===== config.mk =====
export PLATFORM = sky130hd
export DESIGN_NAME = smc_mute_controller
export DESIGN_NICKNAME = d
export VERILOG_FILES = /design/src/common/smc_pkg.sv /design/src/hdl/smc_mute_controller.sv
export SDC_FILE = /design/constraint.sdc
export NUM_CORES = 1
export LEC_CHECK = 0
export BUFFER_PORTS_ARGS = -buffer_cell sky130_fd_sc_hd__buf_2
export CAP_MARGIN = 20
export CELL_PAD_IN_SITES_DETAIL_PLACEMENT = 1
export CELL_PAD_IN_SITES_GLOBAL_PLACEMENT = 2
export CORE_UTILIZATION = 39
export DETAILED_ROUTE_END_ITERATION = 10
export PLACE_DENSITY = 0.86
export SLEW_MARGIN = 40
export SYNTH_ARGS = -nofsm -noshare
export SYNTH_HDL_FRONTEND = slang
export SYNTH_SLANG_ARGS = --single-unit

===== constraint.sdc =====
create_clock -name clk -period 4.7 [get_ports clk]
set_input_delay 0.235 -clock clk [delete_from_list [all_inputs] [get_ports clk]]
set_output_delay 0.235 -clock clk [all_outputs]
set_load 0.1 [all_outputs]

===== src/common/smc_pkg.sv =====
// How it works
// - With muting off, the switching outputs follow the safety inputs.
// - Two independent channels, each with two safety signals (A and B) and two to four sensors.
// - The second channel may be absent; an absent channel neither stops nor mutes.
// - Muting starts only when the sensors become ready in order A, B, C, D.
// - The lamp circuit of each channel is watched through its current sense.
// - A fault on any lamp circuit blocks entry into muting.
// - A channel's lamp output is on for the whole time the channel is muted.
// - The switching outputs follow a safety input change well within 1 ms.
// - Safety inputs, sensors, lamp outputs and switching outputs have registered status indicators; both switching outputs share one.
// - Lamp current is needed to mute; current while the lamp output is off causes lockout.
// - Outputs are on when running with clear inputs, or when muted.
// - Sensors A and C are ready when high; B and D when low.
// - Two safety signals disagreeing longer than 300 ms cause a fault.
`default_nettype none
package smc_pkg;
	localparam int NUM_CH = 2;
	localparam int NUM_SENS = 4;
	localparam int MIN_SENS = 2;
	localparam int STEP_W = 3;
	localparam int CLK_PERIOD_NS = 10;
	localparam int RESPONSE_NS = 1000000;
	localparam int RESPONSE_CYC = RESPONSE_NS / CLK_PERIOD_NS;
	localparam int DISCORD_MS = 300;
	localparam int DISCORD_CYC = DISCORD_MS * 1000000 / CLK_PERIOD_NS;
	localparam int DISC_W = 25;
	localparam int LAMP_CHECK_NS = 1000;
	localparam int LAMP_CYC = LAMP_CHECK_NS / CLK_PERIOD_NS;
	localparam int LAMP_W = 7;
	localparam logic [7:0] DIAG_OK = 8'h00;
	localparam logic [7:0] DIAG_MUTED = 8'h01;
	localparam logic [7:0] DIAG_WAIT_CLEAR = 8'h02;
	localparam logic [7:0] DIAG_SEQ_ERR = 8'h10;
	localparam logic [7:0] DIAG_LAMP_FAULT = 8'h20;
	localparam logic [7:0] DIAG_DISCORD = 8'h30;
	localparam logic [7:0] DIAG_LAMP_LOCK = 8'h40;
	typedef enum logic [2:0] {
		SMC_IDLE,
		SMC_SEQ,
		SMC_LAMP_CHECK,
		SMC_MUTED,
		SMC_WAIT_CLEAR
	} smc_state_t;
endpackage : smc_pkg
`default_nettype wire


===== src/hdl/smc_mute_controller.sv =====
`timescale 1ns/1ps
`default_nettype none
module smc_mute_controller #(
	parameter int DISCORD_CYCLES = smc_pkg::DISCORD_CYC
) (
	input wire logic clk,
	input wire logic srst,
	input wire logic muteEnable,
	input wire logic [1:0] chanPresent,
	input wire logic [1:0] safetyInA,
	input wire logic [1:0] safetyInB,
	input wire logic [2:0] sensorCount1,
	input wire logic [2:0] sensorCount2,
	input wire logic chan1DarkSensorA,
	input wire logic chan1LightSensorB,
	input wire logic chan1DarkSensorC,
	input wire logic chan1LightSensorD,
	input wire logic chan2DarkSensorA,
	input wire logic chan2LightSensorB,
	input wire logic chan2DarkSensorC,
	input wire logic chan2LightSensorD,
	input wire logic [1:0] lampCurrentOk,
	output logic [1:0] safetySwitchingOutput,
	output logic [1:0] muteLamp,
	output logic muteActive,
	output logic muteArmed,
	output logic lockout,
	output logic [7:0] diagCode,
	output logic [3:0] ledSafetyIn,
	output logic [7:0] ledSensor,
	output logic [1:0] ledLamp,
	output logic ledOutput
);

	// ==========================================================
	// State
	typedef struct packed {
		smc_pkg::smc_state_t [smc_pkg::NUM_CH-1:0] st;
		logic [smc_pkg::NUM_CH-1:0][smc_pkg::STEP_W-1:0] step;
		logic [smc_pkg::NUM_CH-1:0][smc_pkg::LAMP_W-1:0] lampCnt;
		logic [smc_pkg::NUM_CH-1:0][smc_pkg::DISC_W-1:0] discCnt;
		logic [smc_pkg::NUM_CH-1:0] lampFault;
		logic [smc_pkg::NUM_CH-1:0] seqErr;
		logic [smc_pkg::NUM_CH-1:0] discFault;
		logic [smc_pkg::NUM_CH-1:0] lamp;
		logic [smc_pkg::NUM_CH-1:0] lampOffPrev;
		logic lampLock;
		logic startDone;
		logic safety_switching_output;
		logic armed;
		logic [7:0] diag;
		logic [3:0] ledSafe;
		logic [7:0] ledSens;
	} smc_regs_t;

	smc_regs_t r;
	smc_regs_t next_r;

	localparam logic [smc_pkg::DISC_W-1:0] DISC_LAST = smc_pkg::DISC_W'(DISCORD_CYCLES - 1);
	localparam logic [smc_pkg::LAMP_W-1:0] LAMP_LAST = smc_pkg::LAMP_W'(smc_pkg::LAMP_CYC - 1);
	localparam logic [smc_pkg::STEP_W-1:0] MIN_CNT = smc_pkg::STEP_W'(smc_pkg::MIN_SENS);
	localparam logic [smc_pkg::STEP_W-1:0] MAX_CNT = smc_pkg::STEP_W'(smc_pkg::NUM_SENS);

	function automatic logic [3:0] onesMask(input logic [2:0] k);
		onesMask = 4'((5'h01 << k) - 5'h01);
	endfunction : onesMask

	// ==========================================================
	// Input shaping
	logic [1:0][3:0] rdy;
	logic [1:0][2:0] cnt;
	logic [1:0] clear;

	always_comb begin
		// Ready levels per sensor polarity
		// sensor polarity
		rdy[0] = {~chan1LightSensorD, chan1DarkSensorC, ~chan1LightSensorB, chan1DarkSensorA};
		rdy[1] = {~chan2LightSensorD, chan2DarkSensorC, ~chan2LightSensorB, chan2DarkSensorA};
		cnt[0] = sensorCount1;
		cnt[1] = sensorCount2;
		for (int c = 0; c < smc_pkg::NUM_CH; c++) begin
			// Out-of-range counts are pinned into the legal window
			if (cnt[c] < MIN_CNT) begin
				cnt[c] = MIN_CNT;
			end else if (cnt[c] > MAX_CNT) begin
				cnt[c] = MAX_CNT;
			end
			clear[c] = ~chanPresent[c] | (safetyInA[c] & safetyInB[c] & ~r.discFault[c]);
		end
	end

	// ==========================================================
	// Next state
	always_comb begin
		logic [3:0] full;
		logic [3:0] seen;
		logic anyLampFault;
		logic allOk;
		next_r = r;
		full = 4'h0;
		seen = 4'h0;
		anyLampFault = |r.lampFault;
		allOk = 1'b1;
		next_r.armed = muteEnable;
		for (int c = 0; c < smc_pkg::NUM_CH; c++) begin
			full = onesMask(cnt[c]);
			seen = rdy[c] & full;
			if (chanPresent[c] && (safetyInA[c] != safetyInB[c])) begin
				if (r.discCnt[c] == DISC_LAST) begin
					next_r.discFault[c] = 1'b1;
				end else begin
					next_r.discCnt[c] = r.discCnt[c] + 1'b1;
				end
			end else begin
				next_r.discCnt[c] = '0;
			end
			if (r.lampOffPrev[c] && !r.lamp[c] && lampCurrentOk[c]) begin
				next_r.lampLock = 1'b1;
			end
			next_r.lampOffPrev[c] = ~r.lamp[c];
			if (!muteEnable || !chanPresent[c]) begin
				// Disabling muting also clears its errors
				next_r.st[c] = smc_pkg::SMC_IDLE;
				next_r.step[c] = '0;
				next_r.lampFault[c] = 1'b0;
				next_r.seqErr[c] = 1'b0;
			end else begin
				case (r.st[c])
					smc_pkg::SMC_IDLE: begin
						next_r.step[c] = '0;
						if (seen == onesMask(3'h1)) begin
							next_r.st[c] = smc_pkg::SMC_SEQ;
							next_r.step[c] = 3'h1;
							next_r.seqErr[c] = 1'b0;
						end else if (seen != 4'h0) begin
							next_r.st[c] = smc_pkg::SMC_WAIT_CLEAR;
							next_r.seqErr[c] = 1'b1;
						end
					end
					smc_pkg::SMC_SEQ: begin
						if (seen == onesMask(r.step[c])) begin
							next_r.st[c] = smc_pkg::SMC_SEQ;
						end else if (seen == onesMask(r.step[c] + 3'h1)) begin
							next_r.step[c] = r.step[c] + 3'h1;
							if ((r.step[c] + 3'h1) == cnt[c] && !anyLampFault) begin
								next_r.st[c] = smc_pkg::SMC_LAMP_CHECK;
								next_r.lampCnt[c] = '0;
							end
						end else if (seen == 4'h0) begin
							next_r.st[c] = smc_pkg::SMC_IDLE;
						end else begin
							next_r.st[c] = smc_pkg::SMC_WAIT_CLEAR;
							next_r.seqErr[c] = 1'b1;
						end
					end
					smc_pkg::SMC_LAMP_CHECK: begin
						if (seen != full) begin
							next_r.st[c] = smc_pkg::SMC_WAIT_CLEAR;
						end else if (lampCurrentOk[c]) begin
							next_r.st[c] = smc_pkg::SMC_MUTED;
						end else if (r.lampCnt[c] == LAMP_LAST) begin
							next_r.lampFault[c] = 1'b1;
							next_r.st[c] = smc_pkg::SMC_WAIT_CLEAR;
						end else begin
							next_r.lampCnt[c] = r.lampCnt[c] + 1'b1;
						end
					end
					smc_pkg::SMC_MUTED: begin
						if (!lampCurrentOk[c]) begin
							next_r.lampFault[c] = 1'b1;
							next_r.st[c] = smc_pkg::SMC_WAIT_CLEAR;
						end else if (seen != full) begin
							next_r.st[c] = smc_pkg::SMC_WAIT_CLEAR;
						end
					end
					smc_pkg::SMC_WAIT_CLEAR: begin
						if (seen == 4'h0) begin
							next_r.st[c] = smc_pkg::SMC_IDLE;
						end
					end
					default: begin
						next_r.st[c] = smc_pkg::SMC_IDLE;
					end
				endcase
			end
			// lamp on while checking or muted
			next_r.lamp[c] = (next_r.st[c] == smc_pkg::SMC_LAMP_CHECK)
				|| (next_r.st[c] == smc_pkg::SMC_MUTED);
			if (!(clear[c] || (next_r.st[c] == smc_pkg::SMC_MUTED))) begin
				allOk = 1'b0;
			end
		end
		if (!r.lampLock && (&clear)) begin
			next_r.startDone = 1'b1;
		end
		// one-cycle response
		// Discordance lockout also stops a muted channel
		next_r.safety_switching_output = next_r.startDone && !next_r.lampLock && !(|next_r.discFault) && allOk;
		// Fault codes in priority order
		if (r.lampLock) begin
			next_r.diag = smc_pkg::DIAG_LAMP_LOCK;
		end else if (|r.discFault) begin
			next_r.diag = smc_pkg::DIAG_DISCORD;
		end else if (|r.lampFault) begin
			next_r.diag = smc_pkg::DIAG_LAMP_FAULT;
		end else if (|r.seqErr) begin
			next_r.diag = smc_pkg::DIAG_SEQ_ERR;
		end else if (|r.lamp) begin
			next_r.diag = smc_pkg::DIAG_MUTED;
		end else if (!r.startDone) begin
			next_r.diag = smc_pkg::DIAG_WAIT_CLEAR;
		end else begin
			next_r.diag = smc_pkg::DIAG_OK;
		end
		next_r.ledSafe = {safetyInB[1], safetyInA[1], safetyInB[0], safetyInA[0]};
		next_r.ledSens = {rdy[1], rdy[0]};
	end

	// ==========================================================
	// Registers
	always_ff @(posedge clk) begin
		if (srst) begin
			r <= '0;
		end else begin
			r <= next_r;
		end
	end

	// ==========================================================
	// Outputs
	assign safetySwitchingOutput = {r.safety_switching_output, r.safety_switching_output};
	assign muteLamp = r.lamp;
	assign muteActive = (r.st[0] == smc_pkg::SMC_MUTED) || (r.st[1] == smc_pkg::SMC_MUTED);
	assign muteArmed = r.armed;
	assign lockout = r.lampLock | (|r.discFault);
	assign diagCode = r.diag;
	assign ledSafetyIn = r.ledSafe;
	assign ledSensor = r.ledSens;
	assign ledLamp = r.lamp;
	assign ledOutput = r.safety_switching_output;

endmodule : smc_mute_controller
`default_nettype wire


# --- Word-level counts from Yosys, hierarchy flattened ---
# Cells that the tools add are included.
word_totals:
  register_bits: 110
  inputBits: 25
  out_inout_bits: 30
  wordCells: 272
classes:
  addsub: 12
  order_cmp: 4
  eq_ne: 50
  n_shift: 6
  muxes: 91
  bitwise_logic: 23
  reduce_logical: 61
ops:
  columns: ["op", "n"]
  rows:
  - ["$mux W3", 34]
  - ["$mux W7", 13]
  - ["$add A25 B1 Y25 const B", 2]
  - ["$eq A25 B25 Y1 const B", 2]
  - ["$ne A2 B2 Y1 const B", 20]
  - ["$pmux W3 S5", 2]
  - ["$mux W1", 29]
  - ["$pmux W7 S2", 2]
  - ["$eq A3 B2 Y1 const B", 8]
  - ["$shl A1 B3 Y4 const A", 6]
  - ["$sub A4 B1 Y4 const B", 6]
  - ["$reduce_and A5 Y1", 4]
  - ["$reduce_or A2 Y1", 10]
  - ["$eq A4 B4 Y1", 4]
  - ["$reduce_and A8 Y1", 2]
  - ["$add A7 B1 Y7 const B", 2]
  - ["$eq A7 B7 Y1 const B", 2]
  - ["$not A1 Y1", 14]
  - ["$logic_and A1 B1 Y1", 12]
  - ["$mux W6", 2]
  - ["$pmux W3 S2", 2]
  - ["$reduce_bool A2 Y1", 6]
  - ["$reduce_or A10 Y1", 1]
  - ["$logic_not A1 Y1", 9]
  - ["23 further kinds", 53]

# --- Longest topological paths before layout ---
# Gate-level depths: netlist of the first run.
logic_depth:
  ltp_word: 17
  ltp_mapped: 12
  mapped_depth_nobuf: 10

# --- Worst setup path after synthesis of the first run ---
# Ideal clock, no wire load.
synth_path:
  path_type: "register to output"
  start: "reg r[108] in the netlist's numbering"
  end: "out muteActive"
  arrival_ns: 2.837
  required_time_ns: 4.465
  slack_ns: 1.628
  stages_incl_launch_ff: 4
  path_buffers: 1
  path_cell_list: "dfxtp_1 > clkbuf_1 > nand2b_1 > o21ai_0"
synth_via:
  elab_chain_len: 2
synth_lines:
  columns: ["item", "line_no", "text"]
  rows:
  - ["start: declaration", "smc_mute_controller.sv:56", "smc_regs_t r;"]
  - ["start signal: assignment", "smc_mute_controller.sv:225", "r <= next_r;"]
  - ["$eq A3 B2 Y1", "smc_mute_controller.sv:233", "assign muteActive = (r.st[0] == smc_pkg::SMC_MUTED) || (r.st[1] == smc_pkg::SMC_MUTED);"]
  - ["$logic_or A1 B1 Y1", "smc_mute_controller.sv:233", null]
  - ["end: declaration", "smc_mute_controller.sv:25", "output logic muteActive,"]
# No other way between the ends.

# --- Worst setup path in the final report of the first run ---
layout_path:
  start: "reg r[102] in the netlist's numbering"
  end: "reg r[93] in the netlist's numbering"
layout_via:
  elab_chain_len: 6
  elab_cells_between_ends: 13
  cone_classes: "add/sub (3); eq/ne (6); shift (2); reduce/logical (2)"
layout_lines:
  columns: ["item", "line_no", "text"]
  rows:
  - ["$add A3 B1 Y3", "smc_mute_controller.sv:143, smc_mute_controller.sv:145", null]
  - ["$shl A1 B3 Y4", "smc_mute_controller.sv:65", "onesMask = 4'((5'h01 << k) - 5'h01);"]
  - ["$sub A4 B1 Y4", "smc_mute_controller.sv:65", null]
  - ["$eq A4 B4 Y1", "smc_mute_controller.sv:143", "end else if (seen == onesMask(r.step[c] + 3'h1)) begin"]
  - ["$ne A2 B2 Y1 (no line)", null, null]
  - ["$reduce_and A8 Y1 (no line) *", null, null]
# Every way passes the cells marked *; elsewhere a longest branch is shown, timed or not.
# A chain may end at the register's enable or synchronous reset.

==> results_dict.tcl, run 1 <==
set metrics [dict create \
    status "finished, final reports clean" \
    p_comb_share_pct 12.1 \
    met1_length_um 7099 \
    ctsResizeCount 0 \
    via_per_inst 5.419 \
    ios 55 \
    core_mm2 0.01526 \
    yosys.area_share.adder_pct 5.108 \
    fin_crit_sh_pct 75.23 \
    synth_seq_area_share_pct 34.98 \
    async_flop_share_pct 0 \
    cpMostUsedCell "ha_1" \
    cap_violations 0 \
    synth_area_leaders "dfxtp_1 35%, nor2_1 5.8%, ha_1 5.1%, xnor2_1 5.0%, xor2_1 4.3%" \
    hold_class "input pin to flip-flop" \
    synth_area_leader_cell "dfxtp_1" \
    path_max_fanout 12 \
    max_slew.worst_pin.slew_ns 0.7638 \
    fmax_mhz 282.8 \
    top_layer "met4" \
    area_growth_pct 9.706 \
    synth_area_mm2 0.006123 \
    dieArea_mm2 0.01621 \
    cp_data_arrival_time_ns 3.82 \
    clkLatencyLatePin_ns 0.36 \
    synth_warnings 0 \
    synth_simple_gate_area_share_pct 28.93 \
    die_height_um 127.3 \
    relSlewSlack_pct 49.08 \
    hold_viol 0 \
    synth.area.mux_share_pct 2.043 \
    ctsRootBufferMaster "clkbuf_16" \
    ys_seq_elements 107 \
    routed_wl_um 15520 \
    clkPwrFrac_pct 41.2 \
    synth_cell_type_count 76 \
    synth-edff-count 0 \
    gp_congestion 0.8471 \
    first_global_vias 5285 \
    post_drt_wl_per_cell_um 16.17 \
    drc 0 \
    antenna_found_initial 0 \
    p_leak_nw 2.430 \
    numPortBuffers 51 \
    wl_met3_um 499 \
    vias 5202 \
    final_cell_mix "107 x dfxtp_1, 95 x nor2_1, 57 x nand2_1" \
    cp_cell_sequence "ha_1 > ha_1 > a2bb2oi_2 > xnor3_1 > or3_4 > nor3_4 > nor2_2 > or4_1 > a21oi_1" \
    grt_overflow_total 0 \
    p_sw_share_pct 26.45 \
    cts_tree "yes" \
    r2r_end "r[93]$_SDFFE_PP0P_" \
    fin_skew_ns 0.009596 \
    avgSynthCellArea_um2 8.411 \
    clock_path_buffers 2 \
    post_cts_buffers 0 \
    power_switching_uw 526.3 \
    first_iter_violations 175 \
    yosys.area.top_type_share_pct 34.98 \
    synth_xor_xnor_area_share_pct 9.665 \
    power-per-cell-area_mw_per_mm2 296.1 \
    synth_top_family_by_area "simple AND/OR/NAND/NOR gates" \
    ir_worst_vdd_mv 0.1560 \
    timing.critical_path.slowest_cell_delay_ns 0.56 \
    fin_nets 795 \
    drive_above_1_share_pct 10.68 \
    htreeDepth 3 \
    instances_no_fill 960 \
    startpoint_type "flip-flop" \
    worstSetupStartpoint "r[102]$_SDFFE_PP0P_" \
    finalSetupTns_ns 0 \
    cp-end-kind "flip-flop" \
    synth_cells 728 \
    layout_commonest_cell "dfxtp_1" \
    cts.reportedPaths.clkPinSlew_ns 0.07 \
    required_ns 4.98 \
    crit_type "flip-flop to flip-flop" \
    grt_usage_pct 19.81 \
    clock_sinks 107 \
    worst-r2r-cell-count 9 \
    num_rows 45 \
    cts_buffers 9 \
    critical_path.endpoint "r[93]$_SDFFE_PP0P_" \
    critPathSlowestCell "or4_1" \
    drt_pass1_iterations 4 \
    drtAntennaViolNets 0 \
    r2r_slack_ns 1.16 \
    seqPwrFrac_pct 46.7 \
    synth_compound_area_share_pct 13.04 \
    period_needed_ns 3.536 \
    cellInternalPower_mw 1.463 \
    wl_met2_um 7771 \
    hpwl_um 11590 \
    setup_viol 0 \
    die_w_um 127.3 \
    r2r-start "r[102]$_SDFFE_PP0P_" \
    initial_core_util_pct 40.13 \
    antenna_cells 0 \
    dp.cells 945 \
    grt_max_degree 41 \
    grt_first_pass_wirelength_um 25810 \
    ys.flop_type "dfxtp_1" \
    rsz0062_at_grt "no" \
    finalMaxSlewViolations 0 \
    holdBufCountCts 0 \
]
sequential cells by signal, indices dropped and copies added, names as in the netlist:
register,count
muteArmed,1
ledLamp,2
ledSafetyIn,4
ledSensor,8
ledOutput,1
r,86
diagCode,5
per-stage QoR:
stage | cell area [um2] | worst slack [ns] | power, mW | hold slack [ns] | util [%]
finish | 6718 | 1.164 | 1.989 | 0.07469 | 44.03
global route | 6718 | 0.9754 | 2.077 | 0.06856 | 44.03
CTS | 6711 | 1.136 | 2.020 | 0.05780 | 43.99
detailed placement | 6395 | 1.168 | 1.189 | 0.4322 | 41.91
global placement | 6362 | 1.360 | 1.181 | 0.4238 | 41.70
floorplan | 6142 | 1.628 | 1.142 | 0.3074 | -
metal layers:
metal / track usage, % / vias up
met1: 23.82 / 2539
met2: 36.00 / 67
li1: - / 2583
met4: 4.412 / 0
met3: 4.188 / 13
met5: 0 / -
critical path: cells and delay by family (launching register included):
family / cells / cell delay [ns]
compound gates: 2 / 0.33
xor+xnor: 1 / 0.40
simple gates: 4 / 1.63
flops: 1 / 0.54
fa+ha+maj: 2 / 0.55
cell type report:
| class | count | area (um2) |
|---|---|---|
| clock buffers | 11 | 242.7 |
| clock inverters | 4 | 73.82 |
| fillers | 1823 | 8541 |
| inverters | 20 | 75.07 |
| multi-input cells | 554 | 3638 |
| flip-flops and latches | 107 | 2142 |
| well taps | 211 | 264.0 |
| repair buffers | 53 | 281.5 |
Yosys cell counts (8+ instances only):
library cell and n:
a311o_1 10, o21ai_0 13, nand2b_1 13, buf_4 26, nor4_1 16, dfxtp_1 107, mux2i_1 10, a21oi_1 25
clkbuf_1 20, and2_1 10, nand2_1 57, ha_1 25, nor4b_1 8, and3_1 11, nand3_1 25, nor3_1 20
xor2_1 30, xnor2_1 35, nor2_1 95, inv_1 20, nand4_1 18, nor2b_1 20
power by group through the flow:
stage / registers (mW) / clock network [mW] / logic, mW
6_report: 0.929 / 0.820 / 0.241
5_1_grt: 0.930 / 0.888 / 0.259
4_1_cts: 0.929 / 0.850 / 0.241
3_5_place_dp: 0.950 / 0 / 0.239
3_3_place_gp: 0.949 / 0 / 0.232
2_1_floorplan: 0.950 / 0 / 0.192
worst min-delay path by stage:
stage / slack (ns) / from / to / depth (start not counted)
after global placement: 0.42 / r[22]$_SDFF_PP0_ / diagCode[1]$_SDFF_PP0_ / 1
after detailed placement: 0.43 / chan2LightSensorD / ledSensor[7]$_SDFF_PP0_ / 2
after CTS: 0.06 / chan1LightSensorD / ledSensor[3]$_SDFF_PP0_ / 2
after floorplan: 0.31 / chan1LightSensorB / ledSensor[1]$_SDFF_PP0_ / 1
final: 0.07 / chan1LightSensorD / ledSensor[3]$_SDFF_PP0_ / 2
after global routing: 0.07 / chan1LightSensorD / ledSensor[3]$_SDFF_PP0_ / 2
cells by family after synthesis:
logic type / count (synthesis)
other: 2
adders and majority gates: 25
buffers and inverters: 72
xor gates and xnor gates: 66
muxes: 12
and+or+nand+nor: 337
AOI/OAI and AO/OA: 107
DFF: 107
(Power assumes the default switching activity.)
==> run 2, diff against run 1 <==
CORE_UTILIZATION = 33   (was 39)
PLACE_DENSITY = 0.77   (was 0.86)
clock period = 3.1 ns   (was 4.7 ns; I/O delays follow)
==> run 2 against run 1 <==
The run now ends with DRC left; clock skew grew 0.0033 ns; worst hold slack lost 0.043 ns; routed wire length grew 2.7%; maximum frequency up 22%; sequential share of layout area fell by 0.79 points; die area increased by 18%; highest routed layer unchanged; clock power grew 34%; first-iteration DRC count increased by 29%; combinational power is 60% higher; largest power group unchanged; final cell count rose by 3.8%; count of clock-buffer cells in the layout up 2.
==> results_dict.tcl, run 2 (synthesized netlist as in run 1, its figures left out) <==
set metrics [dict create \
    cts_tree "yes" \
    clock_path_buffers 2 \
    crit_type "flip-flop to flip-flop" \
    cap_violations 0 \
    layout_commonest_cell "dfxtp_1" \
    die_height_um 138.2 \
    fin_nets 812 \
    dp.cells 975 \
    num_rows 49 \
    first_global_vias 5482 \
    finalMaxSlewViolations 0 \
    placed_area_mm2 0.006501 \
    r2r_slack_ns 0.20 \
    final_cell_mix "106 x dfxtp_1, 95 x nor2_1, 57 x nand2_1" \
    setup_viol 0 \
    period_needed_ns 2.903 \
    hold_class "input pin to flip-flop" \
    final.fill_count 2157 \
    routed_wl_um 15940 \
    ios 55 \
    first_iter_violations 225 \
    ctsRootBufferMaster "clkbuf_16" \
    violations "DRC" \
    drive_above_1_share_pct 13.04 \
    required_ns 3.40 \
    final_area_mm2 0.006892 \
    core_mm2 0.01809 \
    status "finished, violations left" \
    cts_buffers 9 \
    largest_reg_flops 86 \
    finalSetupTns_ns 0 \
    area_growth_pct 12.55 \
    grt_max_degree 27 \
    drc 14 \
    path_max_fanout 10 \
    fin_crit_sh_pct 93.65 \
    fmax_mhz 344.5 \
    finalPower_mw 2.893 \
    ir_worst_vdd_mv 0.2684 \
    p_leak_nw 2.505 \
    drt_pass1_iterations 7 \
    hold_viol 0 \
    gp_congestion 0.7884 \
    antenna_cells 0 \
    grt_usage_pct 17.24 \
    die_w_um 138.2 \
    clkLatencyLatePin_ns 0.36 \
    relSlewSlack_pct 55.19 \
    startpoint_type "flip-flop" \
    power-per-cell-area_mw_per_mm2 419.8 \
    cp_data_arrival_time_ns 3.20 \
    cts.reportedPaths.clkPinSlew_ns 0.08 \
    dieArea_mm2 0.01910 \
    max_slew.worst_pin.slew_ns 0.6552 \
    fin_skew_ns 0.01286 \
    antenna_found_initial 0 \
    grt_first_pass_wirelength_um 26980 \
    instances_no_fill 996 \
    vias 5318 \
    drtAntennaViolNets 0 \
    cp-end-kind "flip-flop" \
    regMostFlops "r" \
    htreeDepth 3 \
    rsz0062_at_grt "no" \
    via_per_inst 5.339 \
    numPortBuffers 51 \
    clock_sinks 107 \
    hpwl_um 12120 \
    post_drt_wl_per_cell_um 16.00 \
    initial_core_util_pct 33.86 \
    grt_overflow_total 0 \
]
## run 2: worst max-delay path, stage by stage (launching register included)
cell     delay, ns
dfxtp_1       0.43
inv_2         0.12
ha_4          0.33
nand2_1       0.10
ha_1          0.32
xnor2_1       0.13
or3_4         0.40
nor3_4        0.21
nor2_2        0.12
or4_1         0.54
a21oi_1       0.15
## run 2: final timing paths
check                                         start                         to  cells after the start
worst max register to register  r[103]$_SDFFE_PP0P_         r[93]$_SDFFE_PP0P_                     10
worst max-delay path            r[103]$_SDFFE_PP0P_         r[93]$_SDFFE_PP0P_                     10
worst min register to register     r[22]$_SDFF_PP0_     diagCode[1]$_SDFF_PP0_                      1
worst min-delay path                   safetyInA[0]  ledSafetyIn[0]$_SDFF_PP0_                      2
## run 2: area by class of cell
cell class,count,area [um2],area share [%]
clock buffers,13,250.2,3.631
inverters,20,75.07,1.089
clock inverters,3,22.52,0.3268
flip-flops and latches,107,2143,31.10
repair buffers,70,419.2,6.082
multi-input cells,554,3695,53.61
well taps,229,286.5,4.158
## run 2: layer usage
metal  GRT usage (%)  vias to the layer above  wire length, um
li1                -                     2616                -
met1           22.12                     2616             7615
met2           29.43                       69             7642
met3           3.776                       17              498
met4           4.080                        0              180
met5               0                        -                0
## run 2: what timing repair did
item,CTS,global route
hold buffers,4,0
resized for setup,2,11
hold endpoints to repair,4,0
setup buffers,0,1
pin swaps,0,2
endpoints found under the setup margin,3,14
## run 2: metrics by stage
stage	setup slack [ns]	utilization [%]	hold WS (ns)
floorplan	0.1081	-	0.2274
global placement	0.1158	35.80	0.3486
detailed placement	0.02155	35.95	0.3550
CTS	0.04629	37.72	0.01265
global route	0.003396	38.10	0.02974
finish	0.1970	38.10	0.03134
## run 2: where the power goes
| part | total (mW) | switching, mW | leakage, nW | internal [mW] |
|---|---|---|---|---|
| logic | 0.385 | 0.276 | 1.50 | 0.109 |
| registers | 1.41 | 0.0128 | 0.868 | 1.39 |
| clock network | 1.10 | 0.529 | 0.134 | 0.572 |
| total | 2.89 | 0.818 | 2.51 | 2.08 |
==> run 3, diff against run 2 <==
GPL_TIMING_DRIVEN = 0   (was unset)
==> run 3 against run 2 <==
The flow still finishes with violations (DRC); sequential power about the same; core utilization up 1.9 points; global-route usage up 0.95 points; final area up 5.1%; largest cell class unchanged; power up 2.7%; final cell count up 4.5%; combinational power up 7.3%; via count up 3.8%.
==> results_dict.tcl, run 3 (synthesized netlist as in run 1, its figures left out) <==
set metrics [dict create \
    status "finished, violations left" \
    violations "DRC" \
    power-per-cell-area_mw_per_mm2 410.5 \
    hold_path_depth 2 \
    instances_no_fill 1041 \
    regMostFlops "r" \
    gp_congestion 0.8150 \
    hpwl_um 12830 \
    grt_usage_pct 18.19 \
    area_growth_pct 18.25 \
    final_area_mm2 0.007241 \
    fin_skew_ns 0.007796 \
    setup_viol 0 \
    r2r_end "r[92]$_SDFFE_PP0P_" \
    routed_wl_um 16850 \
    final.fill_count 2145 \
    post_drt_wl_per_cell_um 16.18 \
    placed_area_mm2 0.006685 \
    layout_commonest_cell "dfxtp_1" \
    top_layer "met4" \
    hold_viol 0 \
    cp_data_arrival_time_ns 3.26 \
    fin_crit_sh_pct 97.14 \
    seqCellArea_mm2 0.002151 \
    period_needed_ns 3.011 \
    drc 14 \
    p_sw_share_pct 27.95 \
    ios 55 \
    vias 5521 \
    p_leak_nw 2.673 \
    power_switching_uw 830.8 \
    fin_nets 858 \
    grt_first_pass_wirelength_um 28370 \
    r2r-start "r[101]$_SDFFE_PP0P_" \
    min_from "chan2LightSensorB" \
    startpoint_type "flip-flop" \
    worst-r2r-cell-count 11 \
    finalMaxSlewViolations 0 \
    wl_met2_um 8192 \
    multi_input_area_mm2 0.003765 \
    finalSetupTns_ns 0 \
    dp.cells 1012 \
    path_max_fanout 6 \
    cts.reportedPaths.clkPinSlew_ns 0.07 \
    numPortBuffers 50 \
    cpMostUsedCell "buf_6" \
    critPathBufInv 2 \
    cap_violations 0 \
    core_mm2 0.01809 \
    relSlewSlack_pct 36.31 \
    cellInternalPower_mw 2.142 \
    ir_worst_vdd_mv 0.2642 \
    clkPwrFrac_pct 38.9 \
    hold_class "input pin to flip-flop" \
    first_global_vias 5731 \
    wl_met3_um 621 \
    timing.critical_path.slowest_cell_delay_ns 0.41 \
    cp_cell_sequence "ha_2 > ha_1 > buf_6 > a2bb2oi_2 > xnor3_1 > or3_4 > nor3_4 > nor2_4 > buf_6 > o31a_1 > o21ba_1" \
    critPathSlowestCell "or3_4" \
    cp-end-kind "flip-flop" \
    drt_pass1_iterations 8 \
    clkLatencyLatePin_ns 0.35 \
    ctsRootBufferMaster "clkbuf_16" \
    min_to "ledSensor[5]$_SDFF_PP0_" \
    die_height_um 138.2 \
    fmax_mhz 332.1 \
    largest_reg_flops 86 \
    seqPwrFrac_pct 47.2 \
    dp_worst_setup_slack_ns -0.3682 \
    antenna_cells 0 \
    cts_tree "yes" \
    crit_type "flip-flop to flip-flop" \
    die_w_um 138.2 \
    utilization_pct 40.03 \
    clock_sinks 107 \
    critPathTopFamily "simple AND/OR/NAND/NOR gates" \
    drtAntennaViolNets 0 \
    num_rows 49 \
    antenna_found_initial 0 \
    required_ns 3.35 \
    setup_ws_ns 0.08856 \
    via_per_inst 5.304 \
    first_iter_violations 231 \
    initial_core_util_pct 33.86 \
    htreeDepth 3 \
    max_slew.worst_pin.slew_ns 0.9554 \
    cts_buffers 9 \
    grt_overflow_total 0 \
    drive_above_1_share_pct 17.12 \
    clock_path_buffers 2 \
    grt_max_degree 17 \
    r2r_slack_ns 0.09 \
    p_comb_share_pct 13.9 \
    final_cell_mix "104 x dfxtp_1, 94 x nor2_1, 56 x nand2_1" \
    dieArea_mm2 0.01910 \
    met1_length_um 7741 \
]
## run 3: area by class of cell
cell class,count,area share (%)
clock buffers,11,3.214
repair buffers,65,5.167
inverters,20,1.037
flip-flops and latches,107,29.70
well taps,229,3.957
multi-input cells,554,52.00
plain buffers,51,4.199
clock inverters,4,0.7258
## run 3: worst max-delay path by stage
stage                                   start                    to  slack [ns]  depth (start not counted)
after floorplan             r[108]$_SDFF_PP0_            muteActive        0.11                          3
after global placement     r[98]$_SDFFE_PP0P_    r[87]$_SDFFE_PP0P_       -0.25                         12
after detailed placement   r[98]$_SDFFE_PP0P_    r[86]$_SDFFE_PP0P_       -0.37                         12
after CTS                 r[101]$_SDFFE_PP0P_  ledOutput$_SDFF_PP0_        0.02                         11
after global routing      r[103]$_SDFFE_PP0P_    r[91]$_SDFFE_PP0P_       -0.01                         11
final                     r[101]$_SDFFE_PP0P_    r[92]$_SDFFE_PP0P_        0.09                         11
## run 3: metal layers
layer	GRT usage, %	vias to the layer above
li1	-	2717
met5	0	-
met1	22.84	2705
met2	31.98	79
met4	6.150	0
met3	2.494	20
## run 3: stage by stage
| stage | total power, mW | hold slack [ns] |
|---|---|---|
| floorplan | 1.731 | 0.2274 |
| global placement | 1.821 | 0.3457 |
| detailed placement | 1.831 | 0.3574 |
| CTS | 3.005 | 0.0008320 |
| global route | 3.104 | 0.01910 |
| finish | 2.973 | 0.01526 |
## run 3: worst reg2reg max path: cells and delay by family, from the launching register on
kind | cells | cell delay, ns
buffers and inverters | 2 | 0.30
AO/OA/AOI/OAI | 3 | 0.59
XOR/XNOR | 1 | 0.39
flip-flops | 1 | 0.37
adder cells (fa/ha/maj) | 2 | 0.48
AND/OR/NAND/NOR | 3 | 0.80
## run 3: power by group through the flow
stage	Sequential (mW)	Combinational [mW]	Clock (mW)
after CTS	1.41	0.400	1.20
after global placement	1.44	0.385	0
final	1.40	0.413	1.16
after detailed placement	1.44	0.393	0
after floorplan	1.44	0.291	0
after global routing	1.41	0.445	1.25
## run 3: repair_timing
| action | 4_1_cts | 5_1_grt |
|---|---|---|
| buffers inserted | 1 | 11 |
| setup endpoints to repair | 17 | 12 |
| endpoints found under the hold margin | 3 | 0 |
| hold buffers | 3 | 0 |
| pin swaps | 1 | 14 |
| resized for setup | 9 | 27 |
